## src/hdl/dtc_pkg.sv

```systemverilog
package dtc_pkg;
  localparam logic [3:0] DTC_MCYC_LAST  = 4'hB;
  localparam logic [4:0] DTC_PRE_LAST   = 5'h1F;
  localparam logic [4:0] DTC_PRE_RESET  = 5'h00;
  localparam logic [7:0] DTC_BYTE_RESET = 8'h00;
  localparam logic [3:0] DTC_DIV_RESET  = 4'h0;

  typedef enum logic [1:0] {
    DTC_MODE_PRE8  = 2'b00,
    DTC_MODE_CNT16 = 2'b01,
    DTC_MODE_AUTO8 = 2'b10,
    DTC_MODE_SPLIT = 2'b11
  } dtc_mode_type;

  // Per-timer control, one field of the timer mode register
  typedef struct packed {
    logic         gate_enable;
    dtc_mode_type mode;
    logic         run;
  } dtc_ctrl_type;

  typedef struct packed {
    logic [7:0] high;
    logic [7:0] low;
  } dtc_count_type;
endpackage : dtc_pkg

```

## src/hdl/dtc_timer.sv

```systemverilog
`timescale 1ns/1ps
module dtc_timer (
  // Clock and reset
  input  wire logic                  clk_in,
  input  wire logic                  rst_in,
  // Control
  input  wire dtc_pkg::dtc_ctrl_type ctrl_zero_in,
  input  wire dtc_pkg::dtc_ctrl_type ctrl_one_in,
  input  wire logic                  split_run_in,
  // Pins
  input  wire logic                  ext_irq_in_zero,
  input  wire logic                  ext_irq_in_one,
  // Counts and overflow flags
  output dtc_pkg::dtc_count_type     count_zero_out,
  output dtc_pkg::dtc_count_type     count_one_out,
  output logic                       ovf_zero_out,
  output logic                       ovf_one_out,
  output logic                       ovf_split_out
);
  logic [3:0]             div;
  logic                   mcyc;
  logic [1:0]             irq0_sync;
  logic [1:0]             irq1_sync;
  logic [4:0]             pre0;
  logic [4:0]             pre1;
  dtc_pkg::dtc_count_type cnt0;
  dtc_pkg::dtc_count_type cnt1;
  logic                   ovf0;
  logic                   ovf1;
  logic                   ovfs;

  function automatic logic gate_ok(input dtc_pkg::dtc_ctrl_type c,
                                   input logic lvl);
    gate_ok = c.run && (!c.gate_enable || lvl);
  endfunction : gate_ok

  // Next count and overflow for one timer; split forces 8-bit low-byte use.
  // Result packs {high, low, overflow, prescaler} as 8+8+1+5 bits
  function automatic logic [21:0] step(input dtc_pkg::dtc_count_type c,
                                       input dtc_pkg::dtc_mode_type m,
                                       input logic [4:0] p);
    logic [8:0] lo;
    logic [8:0] hi;
    lo = {1'b0, c.low} + 9'h001;
    hi = {1'b0, c.high} + 9'h001;
    step = {c, 1'b0, p};
    unique case (m)
      dtc_pkg::DTC_MODE_PRE8: begin
        if (p == dtc_pkg::DTC_PRE_LAST) begin
          step = {hi[7:0], c.low, hi[8], 5'h00};
        end else begin
          step = {c, 1'b0, 5'(p + 5'h01)};
        end
      end
      dtc_pkg::DTC_MODE_CNT16: begin
        if (lo[8]) begin
          step = {hi[7:0], 8'h00, hi[8], p};
        end else begin
          step = {c.high, lo[7:0], 1'b0, p};
        end
      end
      dtc_pkg::DTC_MODE_AUTO8: begin
        if (lo[8]) begin
          step = {c.high, c.high, 1'b1, p};
        end else begin
          step = {c.high, lo[7:0], 1'b0, p};
        end
      end
      dtc_pkg::DTC_MODE_SPLIT: begin
        step = {c.high, lo[7:0], lo[8], p};
      end
    endcase
  endfunction : step

  wire        run0   = mcyc && gate_ok(ctrl_zero_in, irq0_sync[1]);
  wire        run1   = mcyc && gate_ok(ctrl_one_in, irq1_sync[1])
                       && ctrl_one_in.mode != dtc_pkg::DTC_MODE_SPLIT;
  wire        split0 = ctrl_zero_in.mode == dtc_pkg::DTC_MODE_SPLIT;
  wire        run0h  = mcyc && split0 && split_run_in;
  wire [21:0] nx0    = step(cnt0, ctrl_zero_in.mode, pre0);
  wire [21:0] nx1    = step(cnt1, ctrl_one_in.mode, pre1);
  wire [8:0]  hi0inc = {1'b0, cnt0.high} + 9'h001;
  // Split high half counts on its own run input and ignores the gate pin
  wire [7:0]  next_hi0  = run0h ? hi0inc[7:0] : nx0[21:14];
  wire [7:0]  next_lo0  = nx0[13:6];
  wire        next_ovf0 = nx0[5];
  wire [4:0]  next_pre0 = nx0[4:0];
  wire [15:0] next_cnt1 = nx1[21:6];
  wire        next_ovf1 = nx1[5];
  wire [4:0]  next_pre1 = nx1[4:0];

  // One machine cycle is twelve clocks; mcyc is the only count enable
  always_ff @(posedge clk_in or posedge rst_in) begin
    if (rst_in) begin
      div  <= dtc_pkg::DTC_DIV_RESET;
      mcyc <= 1'b0;
    end else begin
      mcyc <= div == dtc_pkg::DTC_MCYC_LAST;
      div  <= (div == dtc_pkg::DTC_MCYC_LAST) ? 4'h0 : div + 4'h1;
    end
  end

  // Gate pins are asynchronous; two flops before the gate logic reads them
  always_ff @(posedge clk_in or posedge rst_in) begin
    if (rst_in) begin
      irq0_sync <= 2'b00;
      irq1_sync <= 2'b00;
    end else begin
      irq0_sync <= {irq0_sync[0], ext_irq_in_zero};
      irq1_sync <= {irq1_sync[0], ext_irq_in_one};
    end
  end

  always_ff @(posedge clk_in or posedge rst_in) begin
    if (rst_in) begin
      cnt0 <= {dtc_pkg::DTC_BYTE_RESET, dtc_pkg::DTC_BYTE_RESET};
      pre0 <= dtc_pkg::DTC_PRE_RESET;
      ovf0 <= 1'b0;
      ovfs <= 1'b0;
    end else begin
      ovf0 <= run0 && next_ovf0;
      ovfs <= run0h && hi0inc[8];
      if (run0) begin
        cnt0.low <= next_lo0;
        pre0     <= next_pre0;
      end
      if (run0 || run0h) begin
        cnt0.high <= next_hi0;
      end
    end
  end

  always_ff @(posedge clk_in or posedge rst_in) begin
    if (rst_in) begin
      cnt1 <= {dtc_pkg::DTC_BYTE_RESET, dtc_pkg::DTC_BYTE_RESET};
      pre1 <= dtc_pkg::DTC_PRE_RESET;
      ovf1 <= 1'b0;
    end else begin
      ovf1 <= run1 && next_ovf1;
      if (run1) begin
        cnt1 <= next_cnt1;
        pre1 <= next_pre1;
      end
    end
  end

  assign count_zero_out = cnt0;
  assign count_one_out  = cnt1;
  assign ovf_zero_out   = ovf0;
  assign ovf_one_out    = ovf1;
  assign ovf_split_out  = ovfs;

  // Assertions rest while reset is high; counters sit at zero then

  a_mcyc_spacing: assert property (
    @(posedge clk_in) disable iff (rst_in)
    mcyc |=> !mcyc [*8] ##1 !mcyc [*3] ##1 mcyc)
    else $error("machine cycle pulse not every twelve clocks");

  a_idle_hold: assert property (
    @(posedge clk_in) disable iff (rst_in)
    !mcyc |=> $stable(cnt0) && $stable(cnt1))
    else $error("count moved outside a machine cycle");

  a_ovf_pulse: assert property (
    @(posedge clk_in) disable iff (rst_in)
    ovf0 || ovf1 || ovfs |=> !ovf0 && !ovf1 && !ovfs)
    else $error("overflow pulse longer than one clock");

  a_cnt16_step: assert property (
    @(posedge clk_in) disable iff (rst_in)
    run0 && ctrl_zero_in.mode == dtc_pkg::DTC_MODE_CNT16
    |=> cnt0 == $past(cnt0) + 16'h0001)
    else $error("16-bit count did not advance by one");

  a_pre_wrap: assert property (
    @(posedge clk_in) disable iff (rst_in)
    run1 && ctrl_one_in.mode == dtc_pkg::DTC_MODE_PRE8
    && pre1 != dtc_pkg::DTC_PRE_LAST |=> $stable(cnt1.high))
    else $error("prescaled count moved before prescaler wrapped");

  a_pre_carry: assert property (
    @(posedge clk_in) disable iff (rst_in)
    run1 && ctrl_one_in.mode == dtc_pkg::DTC_MODE_PRE8
    && pre1 == dtc_pkg::DTC_PRE_LAST
    |=> cnt1.high == $past(cnt1.high) + 8'h01)
    else $error("prescaled count missed a prescaler wrap");

  a_auto_reload: assert property (
    @(posedge clk_in) disable iff (rst_in)
    run0 && ctrl_zero_in.mode == dtc_pkg::DTC_MODE_AUTO8
    && cnt0.low == 8'hFF |=> cnt0.low == $past(cnt0.high) && ovf0)
    else $error("reload missing on low byte overflow");

  a_auto_high: assert property (
    @(posedge clk_in) disable iff (rst_in)
    ctrl_one_in.mode == dtc_pkg::DTC_MODE_AUTO8
    |=> $stable(cnt1.high))
    else $error("reload value changed in reload mode");

  a_split_stop: assert property (
    @(posedge clk_in) disable iff (rst_in)
    ctrl_one_in.mode == dtc_pkg::DTC_MODE_SPLIT |=> $stable(cnt1))
    else $error("timer 1 counted in split mode");

  a_split_low: assert property (
    @(posedge clk_in) disable iff (rst_in)
    run0 && split0 |=> cnt0.low == $past(cnt0.low) + 8'h01)
    else $error("split low half did not advance by one");

  a_split_high: assert property (
    @(posedge clk_in) disable iff (rst_in)
    run0h |=> cnt0.high == $past(cnt0.high) + 8'h01)
    else $error("split high half did not advance by one");

  a_split_ovf: assert property (
    @(posedge clk_in) disable iff (rst_in)
    run0h && cnt0.high == 8'hFF |=> ovfs)
    else $error("split high half wrapped without its flag");

  a_gate_hold: assert property (
    @(posedge clk_in) disable iff (rst_in)
    ctrl_zero_in.gate_enable && !irq0_sync[1] && !split0
    |=> $stable(cnt0))
    else $error("gated timer 0 counted with pin low");

  a_gate_one: assert property (
    @(posedge clk_in) disable iff (rst_in)
    ctrl_one_in.gate_enable && !irq1_sync[1]
    |=> $stable(cnt1))
    else $error("gated timer 1 counted with pin low");
endmodule : dtc_timer

```

## config.mk

```make
export PLATFORM = sky130hd
export DESIGN_NAME = dtc_timer
export DESIGN_NICKNAME = d
export VERILOG_FILES = /design/src/hdl/dtc_pkg.sv /design/src/hdl/dtc_timer.sv
export SDC_FILE = /design/constraint.sdc
export NUM_CORES = 1
export LEC_CHECK = 0
export BUFFER_PORTS_ARGS = -buffer_cell sky130_fd_sc_hd__buf_2
export CAP_MARGIN = 25
export CORE_AREA = 2 2 79 81
export CTS_CLUSTER_DIAMETER = 30
export DETAILED_ROUTE_END_ITERATION = 10
export DIE_AREA = 0 0 81 83
export PLACE_DENSITY = 0.75
export SLEW_MARGIN = 15
export SYNTH_ARGS = -nofsm -noshare
export SYNTH_HDL_FRONTEND = slang
export SYNTH_SLANG_ARGS = --single-unit
```

## constraint.sdc

```tcl
create_clock -name clk_in -period 2.12 [get_ports clk_in]
set_clock_uncertainty 0.2 [all_clocks]
set_input_delay 0.424 -clock clk_in [delete_from_list [all_inputs] [get_ports clk_in]]
set_output_delay 0.424 -clock clk_in [all_outputs]
set_load 0.1 [all_outputs]
```

=== Word-level counts from Yosys, hierarchy flattened ===
Cells that the tools add are included.

* Memory bits (writable): 0
* Word-level logic and storage cells: 77
* Register bits after elaboration: 54
* Bits of input ports: 13
* Memories kept: 0
* Bits in read-only memories: 0
* Latch bits: 0
* Output and inout bits: 35

* Reduce and logical (&&, ||, !) cells: 23
* Mux-type cells: 10
* Shift operators: 0
* Bitwise gates (word level): 8
* Order comparisons: 0
* $add $sub $neg: 7
* Multiply operators: 0
* Divide/modulo/power cells: 0
* Equality and inequality tests: 16

{| class="wikitable"
|+ Operators by type and width
! operator !! number
|-
| $pmux 22 s4 || 2
|-
| $mux 22 || 4
|-
| $add 8x1->9 const B || 4
|-
| $mux 14 || 2
|-
| $add 5x1->5 const B || 2
|-
| $eq 5x5->1 const B || 2
|-
| $logic_and 1x1->1 || 10
|-
| $reduce_and 5->1 || 2
|-
| $eq 2x2->1 const B || 4
|-
| $mux 8 || 1
|-
| $ne 2x2->1 const B || 4
|-
| $not 1->1 || 8
|-
| $reduce_and 4->1 || 2
|-
| $ne 3x3->1 const B || 2
|-
| $add 4x1->4 const B || 1
|-
| $eq 2x1->1 const B || 2
|-
| $eq 4x4->1 const B || 1
|-
| $logic_not 2->1 || 2
|-
| $mux 4 || 1
|-
| $reduce_and 2->1 || 2
|-
| $logic_or 1x1->1 || 3
|-
| $logic_not 1->1 || 2
|-
| $ne 2x1->1 const B || 1
|}

=== Depth between registers and ports, before layout ===
* Word-level depth: 6
* Gate-level depth with buffers: 8
* Mapped depth without buffers: 8

=== Worst setup path after synthesis ===
Ideal clock, no wire load.

* Kind: register -> register
* Start: reg cnt1 (netlist bit count_one_out[0])
* End: reg cnt1 (netlist bit count_one_out[9])
* Slack: -0.694 ns
* Library setup time: 0.126 ns
* Data required time: 1.794 ns
* Path buffers: 1
* Clock period less this slack: 2.814 ns
* Arrival time: 2.489 ns
* Stages on the path, launching flop included: 7
* Cells stage by stage: dfrtp_1 > ha_1 > and4_1 > buf_2 > a41o_1 > nor3b_4 > mux2_2

* Longest elaborated chain between the ends: 3

{| class="wikitable"
|+ RTL lines
! element !! line !! text
|-
| start: declaration || dtc_timer.sv:27 || <nowiki>dtc_pkg::dtc_count_type cnt1;</nowiki>
|-
| start signal: assignment || dtc_timer.sv:135 || <nowiki>cnt1 <= {dtc_pkg::DTC_BYTE_RESET, dtc_pkg::DTC_BYTE_RESET};</nowiki>
|-
| start signal: assignment || dtc_timer.sv:141 || <nowiki>cnt1 <= next_cnt1;</nowiki>
|-
| $add 8x1->9 || dtc_timer.sv:44 || <nowiki>lo = {1'b0, c.low} + 9'h001;</nowiki>
|-
| $ne 2x2->1 (no line) || n/a ||
|-
| $reduce_and 5->1 (no line) || n/a ||
|}

Every way passes these cells.
A chain may end at the register's enable or synchronous reset.

=== Worst setup path after layout ===
* Start: reg pre1[1]
* End: reg cnt1 (netlist bit count_one_out[9])

* Longest elaborated chain between the ends: 3

{| class="wikitable"
|+ RTL lines
! element !! line !! text
|-
| start: declaration || dtc_timer.sv:25 || <nowiki>logic [4:0] pre1;</nowiki>
|-
| start signal: assignment || dtc_timer.sv:136 || <nowiki>pre1 <= dtc_pkg::DTC_PRE_RESET;</nowiki>
|-
| start signal: assignment || dtc_timer.sv:142 || <nowiki>pre1 <= next_pre1;</nowiki>
|-
| $eq 5x5->1 || dtc_timer.sv:49 || <nowiki>if (p == dtc_pkg::DTC_PRE_LAST) begin</nowiki>
|-
| $ne 2x2->1 (no line) || n/a ||
|-
| $reduce_and 5->1 (no line) || n/a ||
|}

Every way passes these cells.

==> key figures <==
Worst setup path
  • Largest stage delay, worst path: 400 ps
  • Setup slack, reg-to-reg: -30 ps
  • CP endpoint kind: flop
  • WP depth: 8
  • FF-to-FF End: count_one_out[9]$_DFFE_PP0P_
  • Setup crit end: count_one_out[9]$_DFFE_PP0P_
  • Crit path max-delay family: simple AND/OR/NAND/NOR gates
  • Reg2reg start: pre1[1]$_DFFE_PP0P_
  • Reg2reg path depth: 8
  • Critical-path top delay cell: dfrtp_1
  • Critical-path cell list: ha_2 > and3_4 > ha_4 > nor2b_4 > a41o_1 > nor3b_4 > buf_6 > mux2_4
  • CP Class: reg -> reg
  • WP data required: 2120 ps
  • CP arrival: 2150 ps
  • Critical Path Fanout Max: 8
  • Critical path origin: pre1[1]$_DFFE_PP0P_
  • Sum of buffers and inverters on the critical path: 1
  • Worst Setup Start Kind: flop

CTS
  • Clk_lat worst skew: just over 300 ps
  • CTS root buf: clkbuf_8
  • CTS H-tree depth: 2
  • CTS tree: done
  • Worst-path clk slew: 100 ps
  • Clock Sink Count: 54
  • CTS Buffer Depth: 2
  • Num CTS Buffers: 5

Die
  • Io pins: between 40 and 50
  • Die Height: around 83 um
  • Placeable Area: between 5000 and 6000 sq um
  • Cell Rows: 28
  • Chip Width: 81 um
  • Starting Density: about half
  • Die area: 6720 sq um

Power
  • VDD IR max: 0.000333 V
  • P_leak: about 1.8 nW
  • PwrDens: ~590 nW/um^2

Drt
  • DRC viols: 0
  • DRT Pass-1 Iters: 4
  • DRT antenna net count: 0
  • DRT iter0 DRCs: between 150 and 200
  • Total length of routed wires: ~7000 um
  • Number of vias per cell: between 5 and 6
  • WL per Instance: between 15 and 20 um
  • DR vias: 2635

Synthesis
  • Cell with the most instances after synthesis: dfrtp_1
  • Primary FF master, synth: dfrtp_1
  • Post-synth EDFFs: 0
  • Synthesized flop and latch total: 54
  • Post-synth top area cell: dfrtp_1
  • Sequential-to-total area share from yosys stat: between 40% and 50%
  • Post-synth ARST share: between 90% and 100%
  • Main combinational cell family by area after synthesis: simple AND/OR/NAND/NOR gates
  • XOR/XNOR Fraction of Synth Area: around 3.0%
  • Syn Nets: about 330
  • Top post-synthesis cells by count: 54 x dfrtp_1, 33 x nand2_1, 19 x o21ai_0
  • Post-Synth Adder-Cell Area: between 6 and 7%
  • Multiplexer share of the synthesized area: 1.93%
  • Area contributors post-synth: dfrtp_1 46%, ha_1 6.0%, nand2_1 4.2%
  • Synth warn: 0
  • Gate Count Post-Synth: 300
  • Syn Std Cell Area: a little under 3000 sq um
  • Syn avg cell area: between 9 and 10 sq um
  • Simple-gate area share of the yosys netlist: a little under a quarter
  • Unique cell type count in the Yosys netlist: 55
  • Yosys top cell area share: roughly 46%
  • Area fraction in compound gates after synthesis: 17.8%

GRT
  • Pin count of the biggest net entering global routing: 43
  • First-pass GRT wire length: 11900 um
  • Total congestion overflow: 0
  • Number of global-route vias before repair: roughly 2600
  • Antenna violations before repair: 0
  • GR Util All Layers: 22.2%

STA
  • Worst Tran Pin Value: 492 ps
  • Period utilisation layout: 101%
  • Fin crit period: 2150 ps
  • Final hold violation count: 0
  • Final setup viols: 2
  • Final worst setup slack: -29.9 ps
  • RSZ-0062 raised after global routing: yes
  • Max-slew headroom: 67.4%
  • Final Max Slew Viols: 0
  • Fmax: 465 MHz

Final layout
  • Final net count: roughly 410
  • Share of cells above drive strength 1: a little over a third
  • Post-route core utilization: between 60% and 70%
  • Design Area, Final: roughly 3800 sq um
  • # fillers: roughly 500
  • Area Overhead vs Synth: 29.4%
  • ANT cells: 0

Placement
  • PortBufs: 47
  • Area after DPL: about 3500 sq um
  • Dpl ws: -111 ps
  • Final GP Congestion: approximately 0.85
  • DP Wirelength: 5120 um

Min path
  • Hold/Removal Path Class: in -> reg

Run status
  • Failing checks: negative setup slack
  • Status: complete, but fails checks

Run
  • Maxcap violations: 0
[worst reg2reg max path, delay by kind of cell (launching register included)]
family	cells	cell delay (ps)
multiplexers	1	290
AO/OA/AOI/OAI	1	220
buffers and inverters	1	140
adder cells (fa/ha/maj)	2	340
AND/OR/NAND/NOR	3	440
flip-flops	1	400
[what timing repair did]
action | CTS | global route
endpoints found under the hold margin | 12 | 0
resized for setup | 8 | 9
buffers inserted | 0 | 5
endpoints found under the setup margin | 13 | 16
cloned | 0 | 0
pin swaps | 3 | 6
hold buffers | 1 | 0
[logic make-up (layout without fill, tap and decap cells)]
logic type      after synthesis  in the layout
xor+xnor                     10             10
compound gates               76             76
buf+inv                      17            100
flops                        54             54
fa+ha+maj                    14             14
mux                           5              5
simple gates                124            124
[per-layer routing]
layer	wire, um	GRT usage (%)	vias up
li1	-	-	1271
met1	3210	30.7	1298
met2	3280	36.0	60
met3	313	3.37	6
met4	73	5.86	0
met5	0	0	-
[sequential cells by signal (all words and copies together), names as in the netlist]
signal / count
mcyc: 1
pre1: 5
ovf_split_out: 1
ovf_zero_out: 1
count_one_out: 16
irq0_sync: 2
pre0: 5
div: 4
ovf_one_out: 1
irq1_sync: 2
count_zero_out: 16
[worst min-delay path by stage]
stage                           start                endpoint  slack (ps)  cells past startpoint
2_1_floorplan  irq0_sync[0]$_DFF_PP0_  irq0_sync[1]$_DFF_PP0_         130                      0
3_3_place_gp   irq0_sync[0]$_DFF_PP0_  irq0_sync[1]$_DFF_PP0_         130                      0
3_5_place_dp   irq1_sync[0]$_DFF_PP0_  irq1_sync[1]$_DFF_PP0_         140                      0
4_1_cts               ext_irq_in_zero  irq0_sync[0]$_DFF_PP0_           8                      1
5_1_grt               ext_irq_in_zero  irq0_sync[0]$_DFF_PP0_           2                      1
6_report              ext_irq_in_zero  irq0_sync[0]$_DFF_PP0_          20                      1
[metrics by stage]
stage	TNS, ps	hold WS [ps]	total power (W)	std cells
finish	-48.5	16.7	0.00222	458
global route	-1140	1.63	0.00231	458
floorplan	-3630	131	0.00140	300
CTS	-874	8.18	0.00224	454
detailed placement	-1130	136	0.00151	445
global placement	-386	132	0.00150	445
[layout by cell type (no fill, tap or decap), types with 3 or more instances in the layout]
cell      Yosys  routed
ha_1         14       8
dfrtp_1      54      37
inv_1        10       9
nor2b_1       7       6
clkbuf_8      0       6
o21ai_0      19      18
a21o_1        3       3
buf_2         3      47
dfrtp_2       0      17
and3_1       10       8
nand3_1      18      17
nor2_1       15      15
xnor2_1       8       8
a31oi_1       6       6
ha_4          0       4
nand2_1      33      33
o21ai_1       7       8
a32oi_1       3       3
a21oi_1       9       9
mux2_2        5       3
nor4_1        3       3
nor3_1        8       8
nand4_1       7       7
buf_4         0      31
a22o_1        7       7
o211ai_1      3       3
nand2b_1      8       7
[area by class of cell]
| cell class | count | area [sq um] | area share (%) |
|---|---|---|---|
| clock buffers | 7 | 86.3 | 2.29 |
| clock inverters | 1 | 30.0 | 0.796 |
| inverters | 10 | 37.5 | 0.995 |
| multi-input cells | 229 | 1630 | 43.3 |
| flip-flops and latches | 54 | 1370 | 36.4 |
| well taps | 75 | 93.8 | 2.49 |
| repair buffers | 82 | 520 | 13.8 |
[power by group]
group	total [W]	switching, W	internal, W	leakage (nW)
Clock	0.000724	0.000338	0.000386	0.0585
Sequential	0.00110	0.0000378	0.00106	0.696
Combinational	0.000391	0.000281	0.000110	1.02
Total	0.00222	0.000657	0.00156	1.78
(Power assumes the default switching activity.)
